**config.mk**
```make
export PLATFORM = sky130hd
export DESIGN_NAME = mmod_decoder
export DESIGN_NICKNAME = d
export VERILOG_FILES = /design/src/hw/mmod_pkg.sv /design/src/hw/mmod_decoder.sv
export SDC_FILE = /design/constraint.sdc
export NUM_CORES = 1
export LEC_CHECK = 0
export ABC_AREA = 0
export BUFFER_PORTS_ARGS = -buffer_cell sky130_fd_sc_hd__buf_4
export CAP_MARGIN = 20
export CORE_MARGIN = 2
export CORE_UTILIZATION = 52
export DETAILED_ROUTE_END_ITERATION = 8
export PLACE_DENSITY = 0.76
export RECOVER_POWER = 100
export SLEW_MARGIN = 20
export SYNTH_ARGS = -nofsm -noshare
export SYNTH_HDL_FRONTEND = slang
export SYNTH_SLANG_ARGS = --single-unit
```
**constraint.sdc**
```tcl
create_clock -name clk_sys -period 5.6 [get_ports clk_sys]
set_clock_uncertainty 0.15 [all_clocks]
set_input_delay 0.56 -clock clk_sys [delete_from_list [all_inputs] [get_ports clk_sys]]
set_output_delay 0.56 -clock clk_sys [all_outputs]
set_load 0.05 [all_outputs]
```
**src/hw/mmod_pkg.sv**
```systemverilog
package mmod_pkg;
  // address spaces seen on the core request port
  localparam logic [1:0] SP_PM = 2'h0;
  localparam logic [1:0] SP_DM = 2'h1;
  localparam logic [1:0] SP_IO = 2'h2;
  localparam logic [1:0] SP_BM = 2'h3;

  // overlay select codes
  localparam logic [1:0] OVL_INT  = 2'h0;
  localparam logic [1:0] OVL_ONE  = 2'h1;
  localparam logic [1:0] OVL_TWO  = 2'h2;

  // data space: 32 control registers start at this bound
  localparam logic [13:0] DM_CTRL_BASE = 14'h3fe0;
  localparam int          ADDR_LO_W    = 13;
  localparam int          IO_ADDR_W    = 11;
  localparam int          WAIT_W       = 3;

  // software register byte addresses
  localparam logic [7:0] REG_OVERLAY = 8'h00;
  localparam logic [7:0] REG_WAITS   = 8'h04;
  localparam logic [7:0] REG_MODE    = 8'h08;
  localparam logic [7:0] REG_IMASK   = 8'h0c;
  localparam logic [7:0] REG_STATUS  = 8'h10;

  // field positions
  localparam int F_PM_OVL   = 0;
  localparam int F_DM_OVL   = 4;
  localparam int F_DATA_WAIT_SETTING    = 0;
  localparam int F_IOWAIT   = 4;
  localparam int F_BWAIT    = 20;
  localparam int F_ST_BOOT  = 0;
  localparam int F_ST_MAP   = 4;
  localparam int F_ST_DEPTH = 8;

  localparam logic [1:0] RESP_OKAY   = 2'h0;
  localparam logic [1:0] RESP_SLVERR = 2'h2;

  typedef enum logic [1:0] {BT_CHECK, BT_LOAD, BT_RUN} mmod_boot_t;
endpackage

```
**src/hw/mmod_decoder.sv**
```systemverilog
// Notes on behaviour
// - overlay zero, map pin low: whole program space on chip
// - nonzero program overlay, map pin low: 0x2000-0x3FFF goes external
// - program overlay A13 follows overlay, low 13 bits
// - overlays never saved on mode stack
// - map pin high: no boot, swapped program map
// - data top 32 words are control registers
// - nonzero data overlay, map pin low: 0x0000-0x1FFF external
// - data overlay A13 follows overlay, low 13 bits
// - internal one cycle, external data waits stretch
// - program RAM serves fetch and data together
// - io space eleven bits, upper bits undefined
// - four io regions, own 3-bit waits each
// - byte space: page on data lines, 22 bits
// - reset empties stacks, masks interrupts, clears mode
// - boot once bus request drops, unless map high
// - warm reset: no stabilisation delay inserted
//
// Register access over AXI4-Lite and the placing of the registers are this design's own decisions.
module mmod_decoder #(
  parameter int STACK_DEPTH = 12,
  parameter int IMASK_W     = 10,
  parameter int MODE_W      = 7
) (
  input  wire logic               clk_sys,
  input  wire logic               rstn,
  input  wire logic [7:0]         s_axi_awaddr,
  input  wire logic               s_axi_awvalid,
  output logic                    s_axi_awready,
  input  wire logic [31:0]        s_axi_wdata,
  input  wire logic [3:0]         s_axi_wstrb,
  input  wire logic               s_axi_wvalid,
  output logic                    s_axi_wready,
  output logic [1:0]              s_axi_bresp,
  output logic                    s_axi_bvalid,
  input  wire logic               s_axi_bready,
  input  wire logic [7:0]         s_axi_araddr,
  input  wire logic               s_axi_arvalid,
  output logic                    s_axi_arready,
  output logic [31:0]             s_axi_rdata,
  output logic [1:0]              s_axi_rresp,
  output logic                    s_axi_rvalid,
  input  wire logic               s_axi_rready,
  input  wire logic               map_select_pin,
  input  wire logic               bus_request,
  input  wire logic               boot_done,
  output logic                    boot_active,
  output logic                    core_run,
  input  wire logic               acc_req,
  input  wire logic [1:0]         acc_space,
  input  wire logic [13:0]        acc_addr,
  input  wire logic [7:0]         byte_page,
  output logic                    acc_ack,
  output logic                    int_sel,
  output logic                    ctrl_reg_sel,
  output logic [3:0]              ext_sel,
  output logic [13:0]             ext_addr,
  output logic [7:0]              ext_addr_hi,
  input  wire logic               fetch_req,
  input  wire logic [13:0]        fetch_addr,
  output logic                    fetch_ack,
  output logic                    fetch_ext,
  input  wire logic               irq_entry,
  input  wire logic               irq_exit,
  output logic [MODE_W-1:0]       mode_status_word,
  output logic [IMASK_W-1:0]      imask
);
  localparam int SP_W = $clog2(STACK_DEPTH + 1);

  logic                 rst_q1, rst_n, map_q;
  logic [1:0]           program_overlay_select, data_overlay_select;
  logic [2:0]           data_wait_setting, byte_wait_setting, wait_cnt, next_waits;
  logic [2:0]           io_region_wait_setting [4];
  logic [MODE_W-1:0]    mode_stack [STACK_DEPTH];
  logic [SP_W-1:0]      stack_ptr;
  mmod_pkg::mmod_boot_t boot_state;
  logic                 aw_held, w_held, wr_fire, wr_hit, rd_hit, busy;
  logic                 next_ext, next_a13;
  logic [7:0]           aw_addr;
  logic [31:0]          w_data, rd_word;
  logic [13:0]          next_addr;

  // reset released through two flops; assertion stays asynchronous
  always_ff @(posedge clk_sys or negedge rstn) begin
    if (!rstn) begin
      rst_q1 <= 1'b0;
      rst_n  <= 1'b0;
    end else begin
      rst_q1 <= 1'b1;
      rst_n  <= rst_q1;
    end
  end
  // map pin is a strap, sampled by a clocked process
  always_ff @(posedge clk_sys) begin
    map_q <= map_select_pin;
  end
  // write address and data may arrive in either order
  always_ff @(posedge clk_sys or negedge rst_n) begin
    if (!rst_n) begin
      aw_held       <= 1'b0;
      w_held        <= 1'b0;
      aw_addr       <= 8'h00;
      w_data        <= 32'h0000_0000;
      s_axi_awready <= 1'b1;
      s_axi_wready  <= 1'b1;
      s_axi_bvalid  <= 1'b0;
      s_axi_bresp   <= mmod_pkg::RESP_OKAY;
    end else begin
      if (s_axi_awvalid && s_axi_awready) begin
        aw_held       <= 1'b1;
        aw_addr       <= s_axi_awaddr;
        s_axi_awready <= 1'b0;
      end
      if (s_axi_wvalid && s_axi_wready) begin
        w_held       <= 1'b1;
        w_data       <= s_axi_wdata;
        s_axi_wready <= 1'b0;
      end
      if (wr_fire) begin
        aw_held      <= 1'b0;
        w_held       <= 1'b0;
        s_axi_bvalid <= 1'b1;
        s_axi_bresp  <= wr_hit ? mmod_pkg::RESP_OKAY : mmod_pkg::RESP_SLVERR;
      end
      if (s_axi_bvalid && s_axi_bready) begin
        s_axi_bvalid  <= 1'b0;
        s_axi_awready <= 1'b1;
        s_axi_wready  <= 1'b1;
      end
    end
  end
  // a write commits once both halves are held and the last answer is gone
  assign wr_fire = aw_held && w_held && !s_axi_bvalid;
  assign wr_hit  = aw_addr == mmod_pkg::REG_OVERLAY || aw_addr == mmod_pkg::REG_WAITS ||
                   aw_addr == mmod_pkg::REG_MODE || aw_addr == mmod_pkg::REG_IMASK;
  // control registers; strobes ignored since every field is narrow
  always_ff @(posedge clk_sys or negedge rst_n) begin
    if (!rst_n) begin
      program_overlay_select <= mmod_pkg::OVL_INT;
      data_overlay_select    <= mmod_pkg::OVL_INT;
      data_wait_setting      <= 3'h7;
      byte_wait_setting      <= 3'h7;
      imask                  <= '0;
      for (int i = 0; i < 4; i++) begin
        io_region_wait_setting[i] <= 3'h7;
      end
    end else if (wr_fire) begin
      unique case (aw_addr)
        mmod_pkg::REG_OVERLAY: begin
          program_overlay_select <= w_data[mmod_pkg::F_PM_OVL +: 2];
          data_overlay_select    <= w_data[mmod_pkg::F_DM_OVL +: 2];
        end
        mmod_pkg::REG_WAITS: begin
          data_wait_setting <= w_data[mmod_pkg::F_DATA_WAIT_SETTING +: 3];
          byte_wait_setting <= w_data[mmod_pkg::F_BWAIT +: 3];
          for (int i = 0; i < 4; i++) begin
            io_region_wait_setting[i] <= w_data[mmod_pkg::F_IOWAIT + 4 * i +: 3];
          end
        end
        mmod_pkg::REG_IMASK: imask <= w_data[IMASK_W-1:0];
        default: ;
      endcase
    end
  end
  // mode word and its stack; overlay selects never travel with it
  always_ff @(posedge clk_sys or negedge rst_n) begin
    if (!rst_n) begin
      mode_status_word <= '0;
      stack_ptr        <= '0;
    end else if (wr_fire && aw_addr == mmod_pkg::REG_MODE) begin
      mode_status_word <= w_data[MODE_W-1:0];
    end else if (irq_entry && stack_ptr != SP_W'(STACK_DEPTH)) begin
      mode_stack[stack_ptr] <= mode_status_word;
      stack_ptr             <= stack_ptr + 1'b1;
    end else if (irq_exit && stack_ptr != '0) begin
      mode_status_word <= mode_stack[stack_ptr - 1'b1];
      stack_ptr        <= stack_ptr - 1'b1;
    end
  end
  // register read mux
  always_comb begin
    rd_word = 32'h0000_0000;
    rd_hit  = 1'b1;
    unique case (s_axi_araddr)
      mmod_pkg::REG_OVERLAY: begin
        rd_word[mmod_pkg::F_PM_OVL +: 2] = program_overlay_select;
        rd_word[mmod_pkg::F_DM_OVL +: 2] = data_overlay_select;
      end
      mmod_pkg::REG_WAITS: begin
        rd_word[mmod_pkg::F_DATA_WAIT_SETTING +: 3] = data_wait_setting;
        rd_word[mmod_pkg::F_BWAIT +: 3] = byte_wait_setting;
        for (int i = 0; i < 4; i++) begin
          rd_word[mmod_pkg::F_IOWAIT + 4 * i +: 3] = io_region_wait_setting[i];
        end
      end
      mmod_pkg::REG_MODE:  rd_word[MODE_W-1:0] = mode_status_word;
      mmod_pkg::REG_IMASK: rd_word[IMASK_W-1:0] = imask;
      mmod_pkg::REG_STATUS: begin
        rd_word[mmod_pkg::F_ST_BOOT +: 2]    = boot_state;
        rd_word[mmod_pkg::F_ST_MAP]          = map_q;
        rd_word[mmod_pkg::F_ST_DEPTH +: SP_W] = stack_ptr;
      end
      default: rd_hit = 1'b0;
    endcase
  end
  // read channel answers one cycle after the address is taken
  always_ff @(posedge clk_sys or negedge rst_n) begin
    if (!rst_n) begin
      s_axi_arready <= 1'b1;
      s_axi_rvalid  <= 1'b0;
      s_axi_rdata   <= 32'h0000_0000;
      s_axi_rresp   <= mmod_pkg::RESP_OKAY;
    end else if (s_axi_arvalid && s_axi_arready) begin
      s_axi_arready <= 1'b0;
      s_axi_rvalid  <= 1'b1;
      s_axi_rdata   <= rd_word;
      s_axi_rresp   <= rd_hit ? mmod_pkg::RESP_OKAY : mmod_pkg::RESP_SLVERR;
    end else if (s_axi_rvalid && s_axi_rready) begin
      s_axi_rvalid  <= 1'b0;
      s_axi_arready <= 1'b1;
    end
  end
  // boot decision after reset release; no clock settling wait
  always_ff @(posedge clk_sys or negedge rst_n) begin
    if (!rst_n) begin
      boot_state  <= mmod_pkg::BT_CHECK;
      boot_active <= 1'b0;
      core_run    <= 1'b0;
    end else begin
      unique case (boot_state)
        mmod_pkg::BT_CHECK: begin
          if (map_q) begin
            boot_state <= mmod_pkg::BT_RUN;
            core_run   <= 1'b1;
          end else if (!bus_request) begin
            boot_state  <= mmod_pkg::BT_LOAD;
            boot_active <= 1'b1;
          end
        end
        mmod_pkg::BT_LOAD: begin
          if (boot_done) begin
            boot_state  <= mmod_pkg::BT_RUN;
            boot_active <= 1'b0;
            core_run    <= 1'b1;
          end
        end
        mmod_pkg::BT_RUN: ;
      endcase
    end
  end
  // space decode for the data-side access
  always_comb begin
    next_ext   = 1'b0;
    next_a13   = 1'b0;
    next_addr  = {1'b0, acc_addr[mmod_pkg::ADDR_LO_W-1:0]};
    next_waits = data_wait_setting;
    unique case (acc_space)
      mmod_pkg::SP_PM: begin
        if (map_q) begin
          next_ext = !acc_addr[13];
        end else if (program_overlay_select != mmod_pkg::OVL_INT) begin
          next_ext = acc_addr[13];
          next_a13 = program_overlay_select == mmod_pkg::OVL_TWO;
        end
      end
      mmod_pkg::SP_DM: begin
        if (!map_q && data_overlay_select != mmod_pkg::OVL_INT) begin
          next_ext = !acc_addr[13];
          next_a13 = data_overlay_select == mmod_pkg::OVL_TWO;
        end
      end
      mmod_pkg::SP_IO: begin
        next_ext   = 1'b1;
        next_addr  = {3'b000, acc_addr[mmod_pkg::IO_ADDR_W-1:0]};
        next_waits = io_region_wait_setting[acc_addr[10:9]];
      end
      mmod_pkg::SP_BM: begin
        next_ext   = 1'b1;
        next_addr  = acc_addr;
        next_waits = byte_wait_setting;
      end
    endcase
    next_addr[13] = (acc_space == mmod_pkg::SP_PM || acc_space == mmod_pkg::SP_DM) ? next_a13 : next_addr[13];
  end
  // access sequencer: internal answers next cycle, external after waits
  always_ff @(posedge clk_sys or negedge rst_n) begin
    if (!rst_n) begin
      busy         <= 1'b0;
      wait_cnt     <= 3'h0;
      acc_ack      <= 1'b0;
      int_sel      <= 1'b0;
      ctrl_reg_sel <= 1'b0;
      ext_sel      <= 4'h0;
      ext_addr     <= 14'h0000;
      ext_addr_hi  <= 8'h00;
    end else begin
      acc_ack <= 1'b0;
      if (!busy && acc_req) begin
        busy         <= 1'b1;
        int_sel      <= !next_ext;
        ctrl_reg_sel <= acc_space == mmod_pkg::SP_DM && acc_addr >= mmod_pkg::DM_CTRL_BASE;
        wait_cnt     <= next_ext ? next_waits : 3'h0;
        if (next_ext) begin
          ext_sel[acc_space] <= 1'b1;
          ext_addr           <= next_addr;
          ext_addr_hi        <= acc_space == mmod_pkg::SP_BM ? byte_page : 8'h00;
        end
        if (!next_ext || next_waits == 3'h0) begin
          acc_ack <= 1'b1;
        end
      end else if (busy) begin
        if (acc_ack) begin
          busy    <= 1'b0;
          int_sel <= 1'b0;
          ext_sel <= 4'h0;
          ctrl_reg_sel <= 1'b0;
        end else begin
          wait_cnt <= wait_cnt - 1'b1;
          acc_ack  <= wait_cnt == 3'h1;
        end
      end
    end
  end
  // instruction fetch port runs beside the data access
  always_ff @(posedge clk_sys or negedge rst_n) begin
    if (!rst_n) begin
      fetch_ack <= 1'b0;
      fetch_ext <= 1'b0;
    end else begin
      fetch_ack <= fetch_req;
      fetch_ext <= fetch_req && (map_q ? !fetch_addr[13]
                   : (program_overlay_select != mmod_pkg::OVL_INT && fetch_addr[13]));
    end
  end
endmodule

```
## Word level (Yosys, flattened, before mapping)

Memory sizes are Yosys's and may differ from the RTL's.
Index checks and enable logic that the tools add are counted.

- Flip-flop bits (word level): 148
- RAM bits: 84
- Input port bits: 104
- Word-level logic and storage cells: 220
- Memories: 1

Memory list:

| name | depth | width | rd ports | clocked after memory_dff | wr ports | line | RTL |
|---|---|---|---|---|---|---|---|
| mode_stack | 12 | 7 | 1 | 0 | 1 | mmod_decoder.sv:74 | `logic [MODE_W-1:0] mode_stack [STACK_DEPTH];` |

- $add $sub $neg: 3
- Magnitude comparators: 4
- Equal/unequal tests: 23
- Multiplexer cells: 86
- Bitwise operators: 3
- Reduce and logical (&&, ||, !) cells: 61

Operators with widths:

| operator | count |
|---|---|
| $mux W1 | 45 |
| $eq A8 B4 Y1 const B | 4 |
| $pmux W14 S2 | 1 |
| $mux W3 | 9 |
| $reduce_bool A2 Y1 | 13 |
| $mux W4 | 6 |
| $mux W7 | 3 |
| $logic_and A1 B1 Y1 | 17 |
| $eq A8 B3 Y1 const B | 2 |
| $logic_not A8 Y1 | 2 |
| $reduce_and A2 Y1 | 8 |
| $ge A14 B14 Y1 const B | 1 |
| $ne A2 B2 Y1 const B | 6 |
| $mux W2 | 5 |
| $pmux W1 S2 | 5 |
| $pmux W2 S5 | 1 |
| $pmux W1 S3 | 3 |
| $reduce_and A3 Y1 | 3 |
| $eq A2 B2 Y1 const B | 4 |
| $eq A8 B5 Y1 const B | 1 |
| $mux W8 | 1 |
| $bmux W3 S2 | 1 |
| $logic_not A1 Y1 | 6 |
| $pmux W2 S3 | 1 |
| other kinds (26) | 32 |

## Depth between registers and ports, before layout

Gate-level depths: netlist of the first run.

- Depth after elaboration: 9
- Depth in mapped cells: 10
- Depth with buffers taken out: 7

## Worst setup path after synthesis of the first run

Ideal clock, no wire load.

- Path kind: reg-to-reg
- Start: register rst_n
- End: memory mode_stack[0][0], enable pin
- Data arrival time: 4.661 ns
- Path slack: 0.399 ns
- Stages on the path, launching flop included: 3
- Cells stage by stage: dfrtp_1 > nand3_1 > nor4_1

- Word-level cells in the longest chain between the ends: 2

RTL lines:

| item | line | RTL |
|---|---|---|
| start, declared | mmod_decoder.sv:70 | `logic rst_q1, rst_n, map_q;` |
| start signal, assigned | mmod_decoder.sv:90 | `rst_n <= rst_q1;` |
| $logic_and A1 B1 Y1 (implied by the code) | mmod_decoder.sv:173 | `mode_stack[stack_ptr] <= mode_status_word;` |
| $mux W1 (implied by the code) | mmod_decoder.sv:173 |  |
| end, declared | mmod_decoder.sv:74 |  |

No other way between the ends.

==> metrics.txt, run 1 <==
status=finished with violations; failing checks=max-capacitance violations, max-slew violations; synth top area cells=dfrtp_1, edfxtp_1, mux2_2, mux4_2, dfstp_2; drt via density=5.81; Final Max Slew Viols=68; cell family with most CP delay=buffers and inverters; # IOs=195; Syn Std Cell Area=9610 um^2; Sink Count=227; EDFF count, synth=84; cells after synthesis=700; area delta synth->final=19.7%; DIE WIDTH=140 um; setup repair bufs after CTS=0; clock buffer count from CTS=24; Post-synth top flop=dfrtp_1; Reg clk slew, reported paths=0.06 ns; crit-path max FO=67; Worst path slowest cell=dfrtp_1; Hold Path Class=input port to flop; Vias=6398; first-pass GRT wire length=approximately 35000 um; CTS tree=done; initial antenna violation count=0; GRT overflow=0; slack of the worst reg-to-reg path=slightly below 2 ns; RSZ-0062 raised after global routing=false; Fill cells=between 1000 and 1500; DP HPWL=~15000 um; static leakage power=4.74 nW; P per Cell Area=552 nW/um^2; Die ar.=19600 um^2; Synth area leader=dfrtp_1; Design Area, Final=11500 um^2; Final ANT Viol Nets=0; Max-cap violations=1; Max-slew headroom=-0.0986; Placed Area=10900 um^2; # DRC=0; final-report hold violation count=0; WHS Endpoint=fetch_ack; Met3 Wirelength=between 1500 and 2000 um; Inserted Diodes=0; drt first pass iters=5; clk buf depth=3; Setup Crit Path Kind=flop to asynchronous set/reset pin; Cell Chain, Critical Path=buf_4 -> clkbuf_2; Distinct cells, synth=66; core area=18000 um^2; CP Buf/Inv Count=2; CP peak stage delay=1.30 ns; number of global-route vias before repair=6628; initial drt markers=519; H-Tree Depth=1; fmax=roughly 0.27 GHz; number of synthesized register bits=227; Least-Margin Pin Slew=1.65 ns; pin count of the biggest net entering global routing=68; VDD IR max=0.000344 V; RR Endpoint=w_data[10]; crit path launch type=flop; met2 routed wirelength=10800 um; min-delay src=fetch_req; share of cells above drive strength 1=0.272; Crit. End Element=asynchronous set/reset pin; Tcrit/Tclk final=0.652; Setup-failing EPs final=0; Initial Util=0.533; Hold Crit Depth=1; CP Data Required Time=5.76 ns; Metal-1 WL=9350 um; Yosys top cell area share=0.315; Core Util, Final=0.638; GP Congestion=0.819; root buf cell=clkbuf_16; Syn. warnings=0; Mapped Avg Cell Area=13.7 um^2; I/O Buffers=152; gr usage total=0.226; Final min period=3.65 ns; WL per Instance=between 20 and 25 um; chip height=140 um; RR Startpoint=rst_n; setup TNS=0 ns; Reg2Reg Depth=2; fin cells=1101; DP Cell Count=1055; CP arrival=3.81 ns; Layout Nets=964; final wirelength=between 20000 and 25000 um; DR top layer=met4; latest clock arrival within the worst-skew pair=0.51 ns; sequential share of the synthesized area=0.637; FP Rows=49; Async SR Flop Fraction=0.626
registers in the layout, summed over array words and instances, names as in the netlist, 3 cells and up:
| register | count |
|---|---|
| aw_addr | 8 |
| byte_wait_setting | 3 |
| data_wait_setting | 3 |
| ext_addr | 14 |
| ext_addr_hi | 8 |
| ext_sel | 4 |
| imask | 10 |
| io_region_wait_setting | 12 |
| mode_stack | 84 |
| mode_status_word | 7 |
| s_axi_rdata | 21 |
| stack_ptr | 4 |
| w_data | 20 |
| wait_cnt | 3 |
worst register-to-register path: stages (launching register included):
cell and delay, ns:
dfrtp_1 1.30, buf_4 0.66, clkbuf_2 1.29
cell families (layout without fill, tap and decap cells):
logic type | after synthesis | in the layout | share of synthesized area
flip-flops | 227 | 227 | 0.637
AND/OR/NAND/NOR | 192 | 192 | 0.0940
AO/OA/AOI/OAI | 111 | 111 | 0.0810
multiplexers | 97 | 97 | 0.142
buffers and inverters | 61 | 221 | 0.0336
adder cells (fa/ha/maj) | 6 | 6 | 0.00781
XOR/XNOR | 4 | 4 | 0.00365
other | 2 | 14 | 0.000782
repair_timing:
item / CTS / global route
hold buffers: 2 / 0
setup endpoints to repair: 0 / 0
resized for setup: 0 / 0
hold endpoints to repair: 3 / 0
metrics by stage:
step                      setup slack [ns]  total power [mW]  hold slack [ns]
after global placement                2.67              4.57            0.141
after floorplan                      0.399              3.99            0.114
after detailed placement              2.64              4.66            0.146
final                                 1.95              6.35           0.0443
after global routing                  1.29              6.64           0.0284
after CTS                             2.63              6.52          0.00502
metal layers:
layer,GRT usage,vias to the layer above
li1,-,2872
met4,0.0742,0
met1,0.313,3208
met2,0.364,266
met3,0.0468,52
met5,0,-
cells in the final DEF (no fill, tap or decap), types with 5 or more instances in the layout:
master     instances
mux2_2            63
edfxtp_1          84
o2bb2ai_1          6
clkbuf_16         25
ha_1               6
conb_1            14
inv_1             16
nand4_1            5
nor3_1            10
o31ai_1            6
a21oi_1           21
clkbuf_1          85
o21ai_0           24
bufinv_16          8
a22oi_1            8
dfstp_2           17
mux4_2            25
nor2b_1           11
dfrtp_1          121
a22o_2             9
nor2_1            36
a222oi_1           6
o22ai_1            5
nand2_1           85
nand3_1           19
buf_4             73
mux2i_1            9
worst max-delay path by stage:
stage                       from  slack, ns  cells past startpoint             endpoint
CTS                 stack_ptr[1]       2.63                      6  mode_status_word[6]
detailed placement  stack_ptr[1]       2.64                      6  mode_status_word[6]
floorplan                  rst_n       0.40                      2     mode_stack[0][0]
global route               rst_n       1.29                      2           w_data[20]
finish                     rst_n       1.95                      2           w_data[10]
global placement    stack_ptr[1]       2.67                      6  mode_status_word[6]
power by group:
group          switching (mW)  leakage [nW]  internal [mW]  total, mW
sequential              0.371          2.51           2.19       2.56
clock                   0.650         0.456           1.20       1.85
combinational            1.25          1.77          0.691       1.94
layout make-up:
| class | count | area, um^2 | area share |
|---|---|---|---|
| inverters | 17 | 63.8 | 0.00555 |
| multi-input cells | 424 | 3200 | 0.278 |
| clock buffers | 29 | 651 | 0.0566 |
| clock inverters | 15 | 285 | 0.0248 |
| well taps | 229 | 287 | 0.0249 |
| repair buffers | 160 | 896 | 0.0779 |
| flip-flops and latches | 227 | 6120 | 0.532 |
Yosys cell counts (2+ instances only):
cell,n
a22oi_1,8
a2111oi_0,3
clkbuf_1,16
mux2_2,63
o21a_1,3
a31oi_1,4
mux4_2,25
nand3_1,19
nor2_1,36
o211a_1,2
buf_2,10
nand2_1,84
dfrtp_1,121
or3_1,3
edfxtp_1,84
a21oi_1,21
o2bb2ai_1,6
xnor2_1,4
and2_1,3
a22o_1,3
nor3b_1,3
a22o_2,9
nand2b_1,3
a222oi_1,6
dfstp_2,21
buf_4,15
buf_6,2
mux2i_1,9
ha_1,6
o31ai_1,6
nand4_1,5
or2_2,2
o21ai_0,23
conb_1,2
nor3_1,10
o22ai_1,5
nor2b_1,11
inv_1,16
(Power assumes the default switching activity.)
==> run 2, diff against run 1 <==
- ABC_AREA: 0 -> 1
- CORE_UTILIZATION: 52 -> 50
- clock period: 5.6 -> 3.3 ns (I/O delays scaled with it)
==> run 2 against run 1 <==
Against the previous run: the flow still finishes with violations (max-capacitance violations, max-slew violations); total power grew 79%; cell area grew 8.9%; largest power group unchanged; die area grew 10%; sequential share of layout area shrank 4.3 points; synthesized cell count grew 61%; critical path depth grew 3; global-route usage grew 2.1 points.
==> metrics.txt, run 2 <==
# DRC=0; I/O Buffers=~150; failing checks=max-capacitance violations, max-slew violations; largest registers=mode_stack: 84 flops, s_axi_rdata: 21 flops, w_data: 20 flops; Placed Area=11600 um^2; EDFF count, synth=84; synth top area cells=dfrtp_1, edfxtp_1, nand2_1, dfstp_2, inv_1; slack of the worst reg-to-reg path=0.41 ns; Synth top cells by count=nand2_1, dfrtp_1, inv_1; FP Rows=52; Compound-Gate Fraction of Synth Area=0.0702; Synth area leader=dfrtp_1; DP HPWL=roughly 17000 um; sequential share of the synthesized area=0.599; number of synthesized register bits=approximately 230; GRT overflow=0; max FFs per register=84; Inserted Diodes=0; Syn. warnings=0; final wirelength=26600 um; first-pass GRT wire length=42600 um; Yosys top cell area share=0.296; Design Area, Final=12500 um^2; Pwr Total=approximately 11 mW; Reg2Reg Depth=5; Stages on worst setup path=5; Async SR Flop Fraction=0.626; CTS tree=done; number of global-route vias before repair=8151; XOR/XNOR Fraction of Synth Area=0.00416; mux cell area share after synthesis=0; status=finished with violations; Initial Util=0.507; VDD IR max=0.000638 V; Least-Margin Pin Slew=1.83 ns; root buf cell=clkbuf_16; # resized after CTS=0; Final min period=2.89 ns; CP Buf/Inv Count=2; largest family of logic cells by synthesized area=simple AND/OR/NAND/NOR gates; Reg clk slew, reported paths=0.06 ns; Syn Std Cell Area=just over 10000 um^2; cell family with most CP delay=buffers and inverters; Reg with most FFs=mode_stack; count leader, synth=nand2_1; CP Data Required Time=~3.5 ns; crit path launch type=flop; fmax=around 0.35 GHz; Final ANT Viol Nets=0; CP peak stage delay=1.20 ns; Fill cells=around 1700; initial drt markers=approximately 640; P per Cell Area=905 nW/um^2; setup TNS=0 ns; Setup Crit Path Kind=flop to flop; commonest non-fill, non-tap cell in the layout=nand2_1; Vias=8391; Distinct cells, synth=43; Worst path slowest cell=clkbuf_1; crit-path max FO=35; simple-gate share of the synthesized area=0.241; Hold Path Class=input port to flop; final-report hold violation count=0; H-Tree Depth=1; Cell Chain, Critical Path=nand2_1 -> clkbuf_1 -> inv_1 -> nand4_1 -> nand2_1; clk buf depth=3; GP Congestion=0.879; Mapped Avg Cell Area=9.07 um^2; # IOs=195; core area=roughly 20000 um^2; Setup-failing EPs final=0; latest clock arrival within the worst-skew pair=0.52 ns; Crit. End Element=flop; RSZ-0062 raised after global routing=false; pin count of the biggest net entering global routing=~70; Final Max Slew Viols=~180; static leakage power=5.87 nW; initial antenna violation count=0; gr usage total=0.247; Die ar.=21600 um^2; Layout Nets=1457; WL per Instance=16.2 um; chip height=approximately 150 um; Max-cap violations=3; Post-synth top flop=dfrtp_1; Tcrit/Tclk final=0.876; DIE WIDTH=147 um; drt via density=between 5 and 6; Sink Count=227; share of cells above drive strength 1=0.108; DP Cell Count=1530; drt first pass iters=5; Hold Crit Depth=3; clock buffer count from CTS=24; Synth Area in Adders=0.00734; Max-slew headroom=-0.222; Most Frequent Cell on Critical Path=nand2_1; cells after synthesis=around 1100; area delta synth->final=22.5%; most frequent cells in the layout=nand2_1, inv_1, dfrtp_1; CP arrival=3.14 ns; fin cells=1635
run 2: cell types whose count changed in the layout (fill, tap and decap cells not counted), moves of 25 or more:
cell,change
dlygate4sd3_1,+59
mux4_2,-25
mux2_2,-63
nand2_1,+318
inv_1,+108
nand3_1,+70
o21ai_0,+46
run 2: per-stage QoR:
stage | utilization | setup WS [ns] | hold slack, ns
2_1_floorplan | - | 0.403 | -0.116
3_3_place_gp | 0.576 | 0.804 | -0.0344
3_5_place_dp | 0.576 | 0.637 | -0.0342
4_1_cts | 0.643 | 0.643 | 0.00566
5_1_grt | 0.621 | 0.231 | 0.0136
6_report | 0.621 | 0.409 | 0.0110
run 2: cells by family (layout without fill, tap and decap cells):
family | count (synthesis) | after routing
DFF | 227 | 227
other | 2 | 14
buffers and inverters | 182 | 407
xor gates and xnor gates | 4 | 4
adders and majority gates | 6 | 6
and+or+nand+nor | 587 | 587
AOI/OAI and AO/OA | 120 | 120
run 2: area by class of cell:
cell class                 count  area [um^2]  area share
clock inverter                 8         53.8     0.00429
clock buffer                  36          686      0.0547
tap                          270          338      0.0270
multi-input combinational    731         3290       0.263
timing repair buffer         236         1560       0.125
sequential                   227         6130       0.489
inverter                     127          477      0.0380
run 2: final timing paths:
kind,startpoint,endpoint
max,s_axi_arready,s_axi_rresp[1]
min,acc_addr[10],ctrl_reg_sel
max reg2reg,s_axi_arready,s_axi_rresp[1]
min reg2reg,rst_q1,rst_n
max in group asynchronous,rst_n,ext_addr_hi[2]
min in group asynchronous,rstn,rst_n
run 2: worst register-to-register path: stages (launching register included):
cell and delay [ns]:
dfstp_2 0.38, nand2_1 0.05, clkbuf_1 1.20, inv_1 0.62, nand4_1 0.30, nand2_1 0.07
run 2: routing by layer:
| layer | share of wire | wire length (um) | track usage | vias up |
|---|---|---|---|---|
| li1 | - | - | - | 4040 |
| met1 | 0.42 | 11100 | 0.341 | 3966 |
| met2 | 0.48 | 12700 | 0.401 | 335 |
| met3 | 0.079 | 2110 | 0.0488 | 50 |
| met4 | 0.026 | 691 | 0.0760 | 0 |
| met5 | 0 | 0 | 0 | - |
run 2: repair_timing:
action | 4_1_cts | 5_1_grt
setup buffers | 0 | 0
hold buffers | 61 | 0
endpoints found under the hold margin | 60 | 0
run 2: report_power, final:
part	switching [mW]	internal (mW)
logic	3.21	1.10
registers	0.681	3.83
clock network	1.09	1.44
==> run 3, diff against run 2 <==
- REMOVE_ABC_BUFFERS: not set -> 1
==> run 3 against run 2 <==
Against the previous run: the flow still finishes with violations (max-capacitance violations, max-slew violations); hold slack barely moved; total power fell by 1.2%; sequential share of layout area rose by 0.39 points; critical endpoint is now mode_stack[6][5]; non-clock buffer count fell by 6; first-iteration DRC count rose by 8.4%.
==> metrics.txt, run 3 (same netlist as run 2, synthesis figures left out) <==
status=finished with violations; failing checks=max-capacitance violations, max-slew violations; fin cells=1626; Least-Margin Pin Slew=1.93 ns; Final min period=2.87 ns; clock buffer count from CTS=23; Final ANT Viol Nets=0; Hold Path Class=input port to flop; GRT overflow=0; Placement Setup Slack=0.527 ns; final hold slack=0.0106 ns; Sink Count=227; final wirelength=26100 um; Die ar.=21600 um^2; VDD IR max=around 0.0005 V; share of cells above drive strength 1=0.106; chip height=147 um; static leakage power=just under 6 nW; DP HPWL=17200 um; gr usage total=0.240; max FFs per register=between 80 and 90; Reg clk slew, reported paths=0.06 ns; setup repair bufs after CTS=0; GP Congestion=roughly 0.86; Setup crit end=mode_stack[6][5]; RR Startpoint=stack_ptr[1]; RR Endpoint=mode_stack[6][5]; drt first pass iters=6; FP Rows=52; slack of the worst reg-to-reg path=0.43 ns; Reg2Reg Depth=8; Max-slew headroom=-0.286; crit path launch type=flop; Crit. End Element=flop; Reg power frac=0.400; Pwr Total=~11 mW; WL per Instance=16.1 um; clk buf depth=3; Core Util, Final=0.616; core area=20200 um^2; CTS tree=done; Setup Crit Path Kind=flop to flop; initial drt markers=~700; CP arrival=2.91 ns; # resized after CTS=0; internal power=6.28 mW; Design Area, Final=12400 um^2; largest registers=mode_stack: 84 flops, s_axi_rdata: 21 flops, w_data: 20 flops; DP Cell Count=1525; Layout Nets=about 1500; latest clock arrival within the worst-skew pair=approximately 0.51 ns; number of global-route vias before repair=8001; Final Max Slew Viols=141; grt met2 use=0.392; RSZ-0062 raised after global routing=false; area delta synth->final=21.5%; DIE WIDTH=147 um; initial antenna violation count=0; Vias=between 8000 and 9000; Reg with most FFs=mode_stack; root buf cell=clkbuf_16; most frequent cells in the layout=nand2_1, inv_1, dfrtp_1; Placed Area=11600 um^2; Switching Fraction=0.439; final-report hold violation count=0; drt via density=between 5 and 6; first-pass GRT wire length=41500 um; Comb pwr share=0.383; met1 Usage GRT=0.333; setup slack after layout=0.430 ns; Max-cap violations=1; # IOs=195; Net Switching=~5 mW; Initial Util=0.507; pin count of the biggest net entering global routing=141; clock power share=0.217; commonest non-fill, non-tap cell in the layout=nand2_1; I/O Buffers=about 150; Tcrit/Tclk final=0.870; Inserted Diodes=0; fmax=0.348 GHz; crit-path max FO=12; crit path from=stack_ptr[1]; setup TNS=0 ns; P per Cell Area=~900 nW/um^2; # DRC=0; met3 usage=0.0457; Setup-failing EPs final=0; global route hottest layer=met2; CP Data Required Time=3.34 ns; H-Tree Depth=1
[run 3: cell count changes in the layout (fill, tap and decap cells not counted), sizes merged]
cell / delta
clkinv: +1
clkinvlp: +1
bufinv: +1
clkbuf: -11
dlygate4sd3: -1
[run 3: power by group through the flow]
stage	Clock [mW]	Combinational (mW)	Sequential [mW]
after floorplan	0	2.02	5.46
after global placement	0	4.41	4.52
after detailed placement	0	4.51	4.54
after CTS	2.45	4.61	4.50
after global routing	2.56	4.69	4.58
final	2.43	4.29	4.48
[run 3: timing repair]
| item | 4_1_cts | 5_1_grt |
|---|---|---|
| hold buffers | 60 | 0 |
| hold endpoints to repair | 59 | 0 |
| endpoints found under the setup margin | 0 | 0 |
[run 3: worst min-delay path by stage]
| stage | end | from | slack [ns] | cells after the start |
|---|---|---|---|---|
| after floorplan | rst_n | rstn | -0.12 | 0 |
| after global placement | rst_q1 | rstn | -0.03 | 1 |
| after detailed placement | rst_q1 | rstn | -0.03 | 1 |
| after CTS | ctrl_reg_sel | acc_addr[13] | 0.003 | 3 |
| after global routing | ctrl_reg_sel | acc_addr[13] | 0.01 | 3 |
| final | ctrl_reg_sel | acc_addr[13] | 0.01 | 3 |
[run 3: cell type report]
class                      instances  area [um^2]
clock buffer                      30          602
clock inverter                    11         82.6
fill                            1742         7740
inverter                         127          477
multi-input combinational        731         3280
sequential                       227         6130
tap                              270          338
timing repair buffer             230         1530
[run 3: layer usage]
layer  part of all wire  routed length [um]  up-vias
li1                   -                   -     4024
met1               0.43               11100     3942
met2               0.48               12500      320
met3              0.069                1810       59
met4              0.025                 663        0
met5                  0                   0        -
[run 3: critical path, stage by stage (launching register included)]
cell,delay [ns]
dfrtp_1,0.42
inv_1,0.13
ha_1,0.28
nand3_1,0.10
nand2_1,0.09
inv_1,0.12
nand3_1,0.31
nor3_1,0.66
clkbuf_1,0.29
